File: config.mk
export PLATFORM = sky130hd
export DESIGN_NAME = cell_output_port_framing
export DESIGN_NICKNAME = d
export VERILOG_FILES = /design/src/rtl/cell_framer_pkg.sv /design/src/rtl/cell_output_port_framing.sv
export VERILOG_INCLUDE_DIRS = /design/src /design/src/rtl
export SDC_FILE = /design/constraint.sdc
export NUM_CORES = 1
export LEC_CHECK = 0
export ABC_AREA = 1
export ABC_CLOCK_PERIOD_IN_PS = 9250
export BUFFER_PORTS_ARGS = -buffer_cell sky130_fd_sc_hd__buf_4
export CAP_MARGIN = 20
export CORE_ASPECT_RATIO = 1.4
export CORE_UTILIZATION = 57
export CTS_BUF_LIST = sky130_fd_sc_hd__clkbuf_16
export CTS_CLUSTER_DIAMETER = 50
export DETAILED_ROUTE_END_ITERATION = 8
export PLACE_DENSITY = 0.76
export RECOVER_POWER = 100
export SYNTH_ARGS = -nofsm -noshare
export SYNTH_HDL_FRONTEND = slang
export SYNTH_SLANG_ARGS = --single-unit
File: constraint.sdc
create_clock -name clk -period 9.25 [get_ports clk]
set_input_delay 1.85 -clock clk [delete_from_list [all_inputs] [get_ports clk]]
set_output_delay 1.85 -clock clk [all_outputs]
set_load 0.02 [all_outputs]
File: src/rtl/cell_framer_regs.svh
// register offsets, field positions, reset values and timing of the cell output framer
`ifndef CELL_FRAMER_REGS_SVH
`define CELL_FRAMER_REGS_SVH

// ==========================================================================
// register offsets (byte addresses)
`define CFG_OFFSET         8'h00
`define ARB_OFFSET         8'h04
`define STATUS_OFFSET      8'h08

// ==========================================================================
// configuration register fields
`define CFG_LEN_LSB        0
`define CFG_LEN_MSB        5
`define CFG_START_LSB      8
`define CFG_START_MSB      13
`define CFG_GROUP_LSB      16
`define CFG_GROUP_MSB      17
`define CFG_CELLBUS_BIT    20
`define CFG_CONTROL_OUTPUT_GATE_BIT      24

// ==========================================================================
// reset values
`define CFG_LEN_RESET      6'h35
`define CFG_START_RESET    6'h00
`define CFG_GROUP_RESET    2'h0
`define CFG_CONTROL_OUTPUT_GATE_RESET    1'b1

// ==========================================================================
// cell layout and timing
`define DUMMY_BYTE_POS     6'h08
`define DUMMY_BYTE_VALUE   8'h00
`define LINK_PERIOD_NS     80
`define CLK_PERIOD_NS      5
`define LINK_CYCLES        (`LINK_PERIOD_NS / `CLK_PERIOD_NS)

`endif

File: src/rtl/cell_framer_pkg.sv
// types shared by the cell output framer
`default_nettype none

package cell_framer_pkg;

  typedef enum logic [1:0] {
    GROUP_X4,
    GROUP_X8,
    GROUP_X16,
    GROUP_X32
  } group_mode_t;

  typedef enum logic [1:0] {
    TX_IDLE,
    TX_MARK,
    TX_DATA
  } tx_state_t;

  typedef struct packed {
    logic [2:0] port;
    logic [7:0] data;
  } cell_byte_t;

  typedef struct packed {
    logic [3:0] nibble;
    logic       marker;
  } port_out_t;

endpackage : cell_framer_pkg

`default_nettype wire

File: src/rtl/cell_output_port_framing.sv
// cell output framer: eight nibble ports on sampled port clocks, fed by a byte fifo
// Behaviour
// each port updates nibble and marker only on the rising edge of its own port clock, or of the leader's clock when grouped
// a stopped port clock freezes the cell; output resumes where it stopped
// marker goes high one port cycle before the first nibble of each cell
// a high sensed on the marker line loads the start byte address
// in cell bus mode marker lines 1 to 7 carry arbitration, line 0 does not
// eight 4-bit output ports, bit 3 most significant
// ports group into wider ports following the group leader's clock and marker
// control outputs drive only with gate pin, output enable and config bit low
// add pin inserts a dummy ninth byte in 4-bit or 8-bit mode
// drop pin removes the ninth byte in 4-bit or 8-bit mode
// add and drop pins are held static by the system
// all outputs released while output enable input is high
// after the marker, consecutive nibbles flow until the cell length is sent
`include "cell_framer_regs.svh"
`timescale 1ns/1ps
`default_nettype none

// ==========================================================================
// two flip-flop synchroniser
module sync2 #(parameter int W = 1) (
  input  wire logic         clk,
  input  wire logic         rstn,
  input  wire logic [W-1:0] d,
  output logic      [W-1:0] q
);
  logic [W-1:0] meta;
  always_ff @(posedge clk or negedge rstn) begin
    if (!rstn) begin
      meta <= '0;
      q    <= '0;
    end else begin
      meta <= d;
      q    <= meta;
    end
  end
endmodule : sync2

// ==========================================================================
// byte fifo
module cell_fifo #(parameter int WIDTH = 11, parameter int DEPTH = 4) (
  input  wire logic             clk,
  input  wire logic             rstn,
  input  wire logic             in_valid,
  output logic                  in_ready,
  input  wire logic [WIDTH-1:0] in_data,
  output logic                  out_valid,
  input  wire logic             out_ready,
  output logic      [WIDTH-1:0] out_data
);
  localparam int AW = $clog2(DEPTH);
  if (DEPTH < 2 || (1 << AW) != DEPTH) $error("fifo depth must be a power of two");
  logic [WIDTH-1:0] mem [DEPTH];
  logic [AW-1:0]    wp;
  logic [AW-1:0]    rp;
  logic [AW:0]      cnt;
  logic             push;
  logic             pop;
  assign push      = in_valid && in_ready;
  assign pop       = out_valid && out_ready;
  assign out_data  = mem[rp];
  assign out_valid = (cnt != '0);
  always_ff @(posedge clk) begin
    if (push) begin
      mem[wp] <= in_data;
    end
  end
  always_ff @(posedge clk or negedge rstn) begin
    if (!rstn) begin
      wp       <= '0;
      rp       <= '0;
      cnt      <= '0;
      in_ready <= 1'b1;
    end else begin
      wp       <= push ? wp + 1'b1 : wp;
      rp       <= pop ? rp + 1'b1 : rp;
      cnt      <= cnt + (AW+1)'(push) - (AW+1)'(pop);
      in_ready <= (cnt + (AW+1)'(push) - (AW+1)'(pop)) != (AW+1)'(DEPTH);
    end
  end
endmodule : cell_fifo

// ==========================================================================
// one port: byte hold, dummy byte handling, nibble sequencing
module port_tx (
  input  wire logic       clk,
  input  wire logic       rstn,
  input  wire logic       clk_edge,
  input  wire logic       sensed,
  input  wire logic [5:0] cell_len,
  input  wire logic [5:0] start,
  input  wire logic       narrow,
  input  wire logic       add_dummy,
  input  wire logic       drop_dummy,
  input  wire logic       hit,
  input  wire logic [7:0] byte_in,
  output logic            take,
  output cell_framer_pkg::port_out_t pout,
  output logic            busy,
  output logic            hold_v
);
  cell_framer_pkg::tx_state_t state;
  logic [7:0] hold;
  logic [5:0] byte_idx;
  logic [5:0] fcnt;
  logic       half;
  logic       load;
  logic       consume;
  logic       ins;
  logic       dummy_pos;
  logic       fetch_last;

  assign dummy_pos = narrow && (fcnt == `DUMMY_BYTE_POS);
  // a dropped ninth byte still counts as one fetched byte of the cell
  assign fetch_last = (fcnt == ((narrow && drop_dummy) ? cell_len : cell_len - 6'h01));
  assign ins       = !hold_v && dummy_pos && add_dummy;
  assign take      = !hold_v && hit && !ins;
  assign load      = clk_edge && (sensed || state == cell_framer_pkg::TX_MARK);
  assign consume   = clk_edge && !load && state == cell_framer_pkg::TX_DATA && half;
  assign busy      = (state != cell_framer_pkg::TX_IDLE);

  // fetch side: bytes in, dummy ninth byte added or dropped
  always_ff @(posedge clk or negedge rstn) begin
    if (!rstn) begin
      hold   <= 8'h00;
      hold_v <= 1'b0;
      fcnt   <= 6'h00;
    end else if (consume) begin
      hold_v <= 1'b0;
    end else if (ins) begin
      hold   <= `DUMMY_BYTE_VALUE;
      hold_v <= 1'b1;
      fcnt   <= fetch_last ? 6'h00 : fcnt + 6'h01;
    end else if (take) begin
      hold   <= byte_in;
      hold_v <= !(dummy_pos && drop_dummy);
      fcnt   <= fetch_last ? 6'h00 : fcnt + 6'h01;
    end
  end

  // link side: changes only on a sampled port clock edge
  always_ff @(posedge clk or negedge rstn) begin
    if (!rstn) begin
      state    <= cell_framer_pkg::TX_IDLE;
      pout     <= '0;
      byte_idx <= 6'h00;
      half     <= 1'b0;
    end else if (clk_edge) begin
      pout.marker <= 1'b0;
      if (load) begin
        pout.nibble <= hold_v ? hold[7:4] : 4'h0;
        half        <= 1'b1;
        byte_idx    <= start;
        state       <= cell_framer_pkg::TX_DATA;
      end else begin
        case (state)
          cell_framer_pkg::TX_IDLE: begin
            if (hold_v) begin
              pout.marker <= 1'b1;
              state       <= cell_framer_pkg::TX_MARK;
            end
          end
          cell_framer_pkg::TX_DATA: begin
            if (!half) begin
              pout.nibble <= hold_v ? hold[7:4] : 4'h0;
              half        <= 1'b1;
            end else begin
              pout.nibble <= hold[3:0];
              half        <= 1'b0;
              if (byte_idx >= cell_len - 6'h01) begin
                state <= cell_framer_pkg::TX_IDLE;
              end else begin
                byte_idx <= byte_idx + 6'h01;
              end
            end
          end
          default: state <= cell_framer_pkg::TX_IDLE;
        endcase
      end
    end
  end

  a_marker_then_nibble: assert property (@(posedge clk) disable iff (!rstn)
    (clk_edge && state == cell_framer_pkg::TX_IDLE && hold_v && !sensed)
      |=> pout.marker && state == cell_framer_pkg::TX_MARK)
    else $error("marker not raised before cell");
  a_sensed_loads_start: assert property (@(posedge clk) disable iff (!rstn)
    (clk_edge && sensed) |=> byte_idx == $past(start) && half && !pout.marker)
    else $error("start address not loaded on marker");
  a_frozen_without_edge: assert property (@(posedge clk) disable iff (!rstn)
    !clk_edge |=> $stable(pout) && $stable(byte_idx) && $stable(state))
    else $error("port changed without a port clock edge");
  a_dummy_inserted: assert property (@(posedge clk) disable iff (!rstn)
    ins |=> hold_v && hold == `DUMMY_BYTE_VALUE && !$past(take))
    else $error("dummy byte not inserted");
  a_ninth_dropped: assert property (@(posedge clk) disable iff (!rstn)
    (take && dummy_pos && drop_dummy) |=> !hold_v)
    else $error("ninth byte not dropped");
  a_cell_ends: assert property (@(posedge clk) disable iff (!rstn)
    consume && byte_idx >= cell_len - 6'h01 |=> state == cell_framer_pkg::TX_IDLE)
    else $error("cell ran past its length");
endmodule : port_tx

// ==========================================================================
// top
module cell_output_port_framing #(
  parameter int NPORTS     = 8,
  parameter int FIFO_DEPTH = 4
) (
  input  wire logic                          clk,
  input  wire logic                          rstn,
  input  wire logic [7:0]                    addr,
  input  wire logic [31:0]                   wdata,
  input  wire logic                          wr,
  input  wire logic                          rd,
  output logic      [31:0]                   rdata,
  output logic                               ctl_oe_n,
  input  wire logic                          in_valid,
  output logic                               in_ready,
  input  wire cell_framer_pkg::cell_byte_t   in_byte,
  input  wire logic [NPORTS-1:0]             out_port_clock,
  output logic      [NPORTS-1:0][3:0]        out_port_nibble,
  output logic      [NPORTS-1:0]             out_port_nibble_oe_n,
  input  wire logic [NPORTS-1:0]             out_cell_marker_i,
  output logic      [NPORTS-1:0]             out_cell_marker_o,
  output logic      [NPORTS-1:0]             out_cell_marker_oe_n,
  input  wire logic                          output_enable_n,
  input  wire logic                          control_output_gate_n,
  input  wire logic                          add_dummy_byte,
  input  wire logic                          drop_dummy_byte
);
  if (NPORTS != 8) $error("port count must be eight");

  logic [5:0]                     cell_len;
  logic [5:0]                     start;
  cell_framer_pkg::group_mode_t   group;
  logic                           cellbus;
  logic                           cfg_control_output_gate;
  logic [NPORTS-1:0]              arb_req;
  logic [NPORTS-1:0]              clk_s;
  logic [NPORTS-1:0]              clk_d;
  logic [NPORTS-1:0]              mark_s;
  logic [3:0]                     pins_s;
  logic                           oe_s;
  logic                           gate_s;
  logic                           add_s;
  logic                           drop_s;
  logic                           narrow;
  logic                           f_valid;
  cell_framer_pkg::cell_byte_t    f_data;
  logic [NPORTS-1:0]              take;
  logic [NPORTS-1:0]              busy;
  logic [NPORTS-1:0]              hold_v;
  cell_framer_pkg::port_out_t     pout [NPORTS];

  // ==========================================================================
  // input synchronisers
  sync2 #(.W(NPORTS)) u_clk_sync  (.clk(clk), .rstn(rstn), .d(out_port_clock), .q(clk_s));
  sync2 #(.W(NPORTS)) u_mark_sync (.clk(clk), .rstn(rstn), .d(out_cell_marker_i), .q(mark_s));
  sync2 #(.W(4)) u_pin_sync (
    .clk  (clk),
    .rstn (rstn),
    .d    ({!output_enable_n, control_output_gate_n, add_dummy_byte, drop_dummy_byte}),
    .q    (pins_s)
  );
  // enable synced inverted: pins stay released until the pin is seen low
  assign oe_s   = !pins_s[3];
  assign gate_s = pins_s[2];
  assign add_s  = pins_s[1];
  assign drop_s = pins_s[0];
  assign narrow = (group == cell_framer_pkg::GROUP_X4) || (group == cell_framer_pkg::GROUP_X8);

  always_ff @(posedge clk or negedge rstn) begin
    if (!rstn) begin
      clk_d <= '0;
    end else begin
      clk_d <= clk_s;
    end
  end

  // ==========================================================================
  // register bus
  always_ff @(posedge clk or negedge rstn) begin
    if (!rstn) begin
      cell_len  <= `CFG_LEN_RESET;
      start     <= `CFG_START_RESET;
      group     <= cell_framer_pkg::group_mode_t'(`CFG_GROUP_RESET);
      cellbus   <= 1'b0;
      cfg_control_output_gate <= `CFG_CONTROL_OUTPUT_GATE_RESET;
      arb_req   <= '0;
    end else if (wr) begin
      if (addr == `CFG_OFFSET) begin
        cell_len  <= wdata[`CFG_LEN_MSB:`CFG_LEN_LSB];
        start     <= wdata[`CFG_START_MSB:`CFG_START_LSB];
        group     <= cell_framer_pkg::group_mode_t'(wdata[`CFG_GROUP_MSB:`CFG_GROUP_LSB]);
        cellbus   <= wdata[`CFG_CELLBUS_BIT];
        cfg_control_output_gate <= wdata[`CFG_CONTROL_OUTPUT_GATE_BIT];
      end else if (addr == `ARB_OFFSET) begin
        arb_req <= {wdata[NPORTS-1:1], 1'b0};
      end
    end
  end

  always_ff @(posedge clk or negedge rstn) begin
    if (!rstn) begin
      rdata <= 32'h0000_0000;
    end else if (rd) begin
      case (addr)
        `CFG_OFFSET: begin
          rdata <= '0;
          rdata[`CFG_LEN_MSB:`CFG_LEN_LSB]     <= cell_len;
          rdata[`CFG_START_MSB:`CFG_START_LSB] <= start;
          rdata[`CFG_GROUP_MSB:`CFG_GROUP_LSB] <= group;
          rdata[`CFG_CELLBUS_BIT]              <= cellbus;
          rdata[`CFG_CONTROL_OUTPUT_GATE_BIT]                <= cfg_control_output_gate;
        end
        `ARB_OFFSET:    rdata <= {24'h00_0000, arb_req};
        `STATUS_OFFSET: rdata <= {7'h00, !in_ready, hold_v, mark_s, busy};
        default:        rdata <= 32'h0000_0000;
      endcase
    end else begin
      rdata <= 32'h0000_0000;
    end
  end

  // ==========================================================================
  // byte fifo and ports
  cell_fifo #(.WIDTH($bits(cell_framer_pkg::cell_byte_t)), .DEPTH(FIFO_DEPTH)) u_fifo (
    .clk       (clk),
    .rstn      (rstn),
    .in_valid  (in_valid),
    .in_ready  (in_ready),
    .in_data   (in_byte),
    .out_valid (f_valid),
    .out_ready (|take),
    .out_data  (f_data)
  );

  for (genvar i = 0; i < NPORTS; i++) begin : g_port
    logic [2:0] lead;
    logic       sensed;
    // grouped ports follow the leader's clock and marker line
    assign lead   = 3'(i) & ~((3'h1 << group) - 3'h1);
    assign sensed = mark_s[lead] && !(cellbus && lead != 3'h0);
    port_tx u_tx (
      .clk        (clk),
      .rstn       (rstn),
      .clk_edge   (clk_s[lead] && !clk_d[lead]),
      .sensed     (sensed),
      .cell_len   (cell_len),
      .start      (start),
      .narrow     (narrow),
      .add_dummy  (add_s),
      .drop_dummy (drop_s),
      .hit        (f_valid && f_data.port == 3'(i)),
      .byte_in    (f_data.data),
      .take       (take[i]),
      .pout       (pout[i]),
      .busy       (busy[i]),
      .hold_v     (hold_v[i])
    );

    // pin registers
    always_ff @(posedge clk or negedge rstn) begin
      if (!rstn) begin
        out_port_nibble[i]      <= 4'h0;
        out_port_nibble_oe_n[i] <= 1'b1;
        out_cell_marker_o[i]    <= 1'b0;
        out_cell_marker_oe_n[i] <= 1'b1;
      end else begin
        out_port_nibble[i]      <= pout[i].nibble;
        out_port_nibble_oe_n[i] <= oe_s;
        if (cellbus && i != 0) begin
          out_cell_marker_o[i]    <= arb_req[i];
          out_cell_marker_oe_n[i] <= oe_s || !arb_req[i];
        end else begin
          out_cell_marker_o[i]    <= pout[i].marker;
          out_cell_marker_oe_n[i] <= oe_s || !pout[i].marker || lead != 3'(i);
        end
      end
    end
  end

  always_ff @(posedge clk or negedge rstn) begin
    if (!rstn) begin
      ctl_oe_n <= 1'b1;
    end else begin
      ctl_oe_n <= gate_s || oe_s || cfg_control_output_gate;
    end
  end

  a_ctl_gate_off: assert property (@(posedge clk) disable iff (!rstn)
    !ctl_oe_n |-> !$past(gate_s) && !$past(oe_s) && !$past(cfg_control_output_gate))
    else $error("control outputs driven while gated");
  a_oe_all_off: assert property (@(posedge clk) disable iff (!rstn)
    oe_s |=> out_port_nibble_oe_n == '1 && out_cell_marker_oe_n == '1 && ctl_oe_n)
    else $error("outputs driven while output enable high");
  a_line0_frame: assert property (@(posedge clk) disable iff (!rstn)
    cellbus |=> out_cell_marker_o[0] == $past(pout[0].marker))
    else $error("line 0 left frame marker duty");
  a_fifo_full: assert property (@(posedge clk) disable iff (!rstn)
    !in_ready |-> f_valid)
    else $error("fifo refuses while empty");
endmodule : cell_output_port_framing

`default_nettype wire

Yosys cells after proc, flatten, opt, wreduce, memory -nomap -nowiden:

Memories as Yosys holds them, arrays and structs flattened.
Cells that the tools add are included.

* register bits: 393
* bits in latches: 0
* memory bits (writable): 44
* bits in read-only memories: 0
* output and inout bits: 90
* logic and storage cells: 818
* memories: 1

Memories
* u_fifo.mem: depth 4, width 11, rd ports 1, clocked after memory_dff 0, write ports 1, line cell_output_port_framing.sv:54 `logic [WIDTH-1:0] mem [DEPTH];`

* $add $sub $neg: 22
* multiply operators: 0
* div/mod/pow operators: 0
* order comparisons: 15
* equal/unequal tests: 79
* shifts and indexed selects: 1
* muxes and demuxes: 277
* bitwise gates (word level): 13
* reductions and logical operators: 302

Operators with widths (number)
* 2-to-1 mux 6 bit: 57
* 2-to-1 mux 4 bit: 32
* 2-to-1 mux 8 bit: 16
* 2-to-1 mux 1 bit: 118
* logical AND 1 bit: 113
* adder 6 x 1 -> 6 bit, second input constant: 16
* case mux 25 bit (3 select lines): 1
* logical NOT 1 bit: 65
* 2-to-1 mux 2 bit: 32
* AND reduction 4 bit: 16
* nonzero test 2 bit: 32
* == test 6 x 4 -> 1 bit, second input constant: 8
* == test 6 bit: 8
* >= comparator 6 bit: 8
* != test 3 x 1 -> 1 bit, second input constant: 16
* nonzero test 3 bit: 13
* AND reduction 2 bit: 17
* logical OR 1 bit: 33
* case mux 2 bit (2 select lines): 8
* 2-to-1 mux 25 bit: 1
* != test 3 x 2 -> 1 bit, second input constant: 8
* binary-select mux 1 bit (select 2 bit): 9
* == test 2 x 1 -> 1 bit, second input constant: 9
* logical NOT 2 bit: 9
* 25 further kinds: 64

Depth between registers and ports, before layout:

* depth in word-level cells: 15
* depth in mapped cells: 24
* depth with buffers taken out: 21

Cells and area by module:

From an unflattened synthesis, not the netlist that was laid out.

* cell total of the unflattened synthesis: 2932
* area total of the unflattened synthesis: 23238.5 um2

Modules (own cells, without submodules)
* port_tx at g_port[0].u_tx ...: times used 6, cells each 281, area each 1954.4 um2, seq. area each 725.7 um2
* cell_output_port_framing: times used 1, cells each 460, area each 4396.7 um2, seq. area each 2671.3 um2
* cell_fifo: times used 1, cells each 184, area each 2213.4 um2, seq. area each 1522.7 um2
* port_tx at g_port[6].u_tx: times used 1, cells each 281, area each 1956.9 um2, seq. area each 725.7 um2
* port_tx at g_port[7].u_tx: times used 1, cells each 281, area each 1944.4 um2, seq. area each 725.7 um2
* sync2 at u_clk_sync ...: times used 2, cells each 16, area each 400.4 um2, seq. area each 400.4 um2
* sync2 at u_pin_sync: times used 1, cells each 8, area each 200.2 um2, seq. area each 200.2 um2

Worst setup path after synthesis:

OpenSTA, ideal clock, no wires.

* kind: register -> register
* from: register group[1]
* to: register u_fifo.in_ready
* arrival: 3.428 ns
* required time: 9.167 ns
* setup slack: 5.739 ns
* stages on the path, launching flop included: 25
* path buffers: 3
* period minus slack after synthesis: 3.511 ns
* path through: dfrtp_1 > buf_6 > inv_4 > nand2_4 > buf_12 > ha_1 > buf_6 > inv_1 > nand2_1 > nor3_1 > nand2_1 > nor3_1 > inv_1 > nand2_2 > nand2_1 > nor2_2 > nand2_2 > ha_1 > inv_1 > ha_1 > inv_1 > fa_1 > xnor2_1 > xnor2_1 > nand2_1

* cells in the longest elaborated chain, start to end: 11
* elaborated cells between the ends (all ways): 47
* classes of those cells: 1 x add/sub; 2 x eq/ne; 44 x reduce/logical

RTL lines
* from (decl): line cell_output_port_framing.sv:237 `cell_framer_pkg::group_mode_t group;`
* from (signal assigned): line cell_output_port_framing.sv:288 `` group <= cell_framer_pkg::group_mode_t'(`CFG_GROUP_RESET); ``
* from (signal assigned): line cell_output_port_framing.sv:296 `` group <= cell_framer_pkg::group_mode_t'(wdata[`CFG_GROUP_MSB:`CFG_GROUP_LSB]); ``
* == test 2 x 1 -> 1 bit / logical NOT 2 bit (equally long branches): line cell_output_port_framing.sv:272 `assign narrow = (group == cell_framer_pkg::GROUP_X4) || (group == cell_framer_pkg::GROUP_X8);`
* logical OR 1 bit *: line cell_output_port_framing.sv:272
* logical AND 1 bit: line cell_output_port_framing.sv:114 `` assign dummy_pos = narrow && (fcnt == `DUMMY_BYTE_POS); ``
* logical AND 1 bit (2 in a row): line cell_output_port_framing.sv:117 `assign ins = !hold_v && dummy_pos && add_dummy;`
* logical NOT 1 bit: line cell_output_port_framing.sv:118 `assign take = !hold_v && hit && !ins;`
* logical AND 1 bit: line cell_output_port_framing.sv:118
* OR reduction 8 bit *: line cell_output_port_framing.sv:336 `.out_ready (|take),`
* logical AND 1 bit *: line cell_output_port_framing.sv:61 `assign pop = out_valid && out_ready;`
* named net u_fifo.pop: line cell_output_port_framing.sv:59 `logic pop;`
* subtractor 3 x 1 -> 3 bit *: line cell_output_port_framing.sv:79 `in_ready <= (cnt + (AW+1)'(push) - (AW+1)'(pop)) != (AW+1)'(DEPTH);`
* != test 3 bit *: line cell_output_port_framing.sv:79
* to (signal assigned): line cell_output_port_framing.sv:79
* to (decl): line cell_output_port_framing.sv:46 `output logic in_ready,`

Mark *: on every way through the listed nets, which the timed path passes. The rest lies on a longest branch.
A chain may end at the register's enable or synchronous reset.

==> results by group <==
Run status
  – Status: finished, violations left
  – Failing checks: max-capacitance violations, max-slew violations

GRT
  – Total global routing track utilization: 31.18%
  – First-pass GRT wire length: 93450 um
  – Initial antenna violation count: 0
  – Grt ovf: 0
  – Largest net degree at the start of global routing: 129
  – Vias in the first global route: 17440

Detailed routing
  – Via count: 18050
  – WL final: 59070 um
  – Routed Antenna Nets: 0
  – Drt via density: 5.650
  – First drt pass iteration count: 6
  – Initial DRC count: 1525
  – Routed WL per cell: 18.49 um
  – # DRC: 0

Clocking
  – Post-CTS setup buffer count: 0
  – H-tree Lvls: 2
  – Clk sinks: 430
  – CTS tree: done
  – CTS Buf Count: 43
  – CTS clk-pin slew, worst paths: 0.06 ns
  – Clk_lat worst skew: 0.58 ns
  – Clk root buf: clkbuf_16
  – Max Root-Sink Buffers: 3
  – Cts repair resizes: 0
  – # hold bufs at CTS: 0

Timing
  – Max-slew headroom: -176.1%
  – Setup TNS: 0 ns
  – Setup violators final: 0
  – Clk_skew: 0.02992 ns
  – RSZ-0062 raised after global routing: false
  – Final period utilization: 63.89%
  – Endpoints failing hold: 0
  – Crit path time final: 5.910 ns
  – Final setup margin: 3.340 ns
  – Tightest Pin Transition: 4.141 ns
  – Max Clk Rate: 169.2 MHz
  – Max-slew violations: 283

Worst setup path
  – CP endpoint kind: async pin
  – Max FO, Critical Path: 128
  – CP top delay family: buffers and inverters
  – CP peak stage delay: 2.95 ns
  – Critical path depth in cells: 2
  – Buffers & Inverters on Critical Path: 2
  – Critical Path Start Type: input port
  – Worst Reg-to-Reg Cells: 21
  – Crit-path slowest cell: clkbuf_1
  – CP Cell Sequence: buf_8 -> clkbuf_1
  – Arrival time at the worst endpoint: 5.60 ns
  – Critical Path RT: 8.94 ns
  – CP Class: input port to async pin

Die
  – # rows: 84
  – I/O pin cnt: 166
  – Horiz. Die Dim: 166.8 um
  – Die Span Y: 232.7 um
  – Core area: 37520 um2
  – Initial Util: 57.75%
  – Die footprint: 38810 um2

Finish
  – Most common cell after layout, fill and taps aside: nand2_1
  – Commonest non-fill, non-tap cells in the layout: nand2_1, dfrtp_1, inv_1
  – Register area: 11000 um2
  – Multi-input logic area: 9077 um2
  – Area grow syn2layout: 10.01%
  – Number of inserted diodes: 0
  – Share of cells above drive strength 1: 7.240%
  – Final net count: 2843
  – FILL cells: 3224

Logic synthesis
  – Yosys warning total: 0
  – Avg Cell Area, Syn: 8.497 um2
  – Main synth FF type: dfrtp_1
  – Post-synth EDFFs: 44
  – Distinct cell type count after synthesis: 59
  – Post-synth top area share: 42.73%
  – Syn Std Cell Area: 21670 um2
  – Ys async rst share: 89.77%
  – Top post-synthesis cells by area: dfrtp_1, nand2_1, edfxtp_1
  – #FFs+latches synth: 430
  – Sequential element share of the synthesized area: 50.77%
  – Cell count after synthesis: 2550
  – Cell taking the most area after synthesis: dfrtp_1

Placed design
  – RePlAce Congestion: 0.9478
  – Pre-CTS setup slack: 4.630 ns
  – Port Buffers: 144
  – Detail Placement HPWL: 43000 um

Pwr
  – Sequential share of power: 40.7%
  – Sw Share: 41.06%
  – Combinational Power Share: 35.9%
  – Pwr per Cell Area: 301.5 nW/um2
  – Clock share of power: 23.4%
  – Worst VDD drop: 234.5 uV
  – Leak Pwr: 0.01184 uW
  – Pint: 4237 uW
  – Psw: 2951 uW

Job
  – Max-cap violations: 5

Hold path
  – Hold depth: 0
  – Worst hold path type: flop to flop
-- flip-flops by register name, indices dropped and copies added, names as in the netlist, 16 cells and up --
name and flops:
out_port_nibble 32, rdata 25, g_port.u_tx.pout 40, g_port.u_tx.fcnt 48, u_fifo.mem 44, g_port.u_tx.hold 64, g_port.u_tx.state 16, g_port.u_tx.byte_idx 48
-- per-layer routing --
layer	GRT usage (%)	vias to the layer above	part of all wire (%)
met5	0	-	0
met1	36.93	8627	37
li1	-	8527	-
met4	19.16	0	6.5
met2	54.25	693	50
met3	3.912	199	6.4
-- cells by family (layout without fill, tap and decap cells) --
family	Yosys count	count (layout)	synth area share, %
buffers and inverters	340	505	6.767
XOR/XNOR	71	71	2.870
adder cells (fa/ha/maj)	81	81	4.712
AND/OR/NAND/NOR	1315	1315	26.11
AO/OA/AOI/OAI	310	310	8.650
other	1	7	0.01731
multiplexers	2	2	0.1039
flip-flops	430	430	50.77
-- synth_stat cells (all sizes together) (3+ instances only) --
library cell / number
or2: 23
a21oi: 59
inv: 267
dfstp: 16
nor3: 27
clkbuf: 28
o21a: 4
o211ai: 18
o21bai: 3
xnor2: 16
nand3: 192
a211oi: 5
a31oi: 15
nand3b: 14
o31ai: 37
o22ai: 14
buf: 43
nand2: 819
o21ai: 143
a32oi: 7
xor2: 55
nand4: 31
edfxtp: 44
dfrtp: 370
nor2: 200
nor4: 7
ha: 80
-- power by group through the flow --
stage          clock, uW  sequential [uW]  combinational (uW)
6_report            1680             2920                2580
5_1_grt             1770             2980                2920
4_1_cts             1700             2910                2670
3_5_place_dp           0             2940                2650
3_3_place_gp           0             2920                2550
2_1_floorplan          0             2850                1830
-- worst paths after layout --
path                            slack, ns                          from                                endpoint
min in group asynchronous            1.40                          rstn  g_port[5].u_tx.byte_idx[0]$_DFFE_PN0P_
worst min register to register       0.33  u_clk_sync.meta[0]$_DFF_PN0_               u_clk_sync.q[0]$_DFF_PN0_
max in group clk                     4.33          group[1]$_DFFE_PN0P_               u_fifo.in_ready$_DFF_PN1_
worst max-delay path                 3.34                          rstn           out_port_nibble[25]$_DFF_PN0_
worst max register to register       4.33          group[1]$_DFFE_PN0P_               u_fifo.in_ready$_DFF_PN1_
worst min-delay path                 0.33  u_clk_sync.meta[0]$_DFF_PN0_               u_clk_sync.q[0]$_DFF_PN0_
-- area by class of cell --
type / instances / area share, %
clock buffer: 44 / 4.619
sequential: 430 / 46.15
clock inverter: 36 / 1.018
tap: 473 / 2.483
inverter: 269 / 4.252
timing repair buffer: 156 / 3.401
multi-input combinational: 1786 / 38.08
-- metrics by stage --
stage,util (%),total power [uW],cell area (um2),hold slack (ns),instances
6_report,63.53,7188,23840,0.3301,3194
5_1_grt,63.53,7677,23840,0.3560,3194
4_1_cts,64.87,7286,24340,0.3384,3192
3_5_place_dp,61.28,5596,22990,0.3347,3112
3_3_place_gp,61.28,5471,22990,0.3349,3112
2_1_floorplan,-,4687,21690,0.3312,2556
Note: power is estimated with default switching activity, not from simulation.
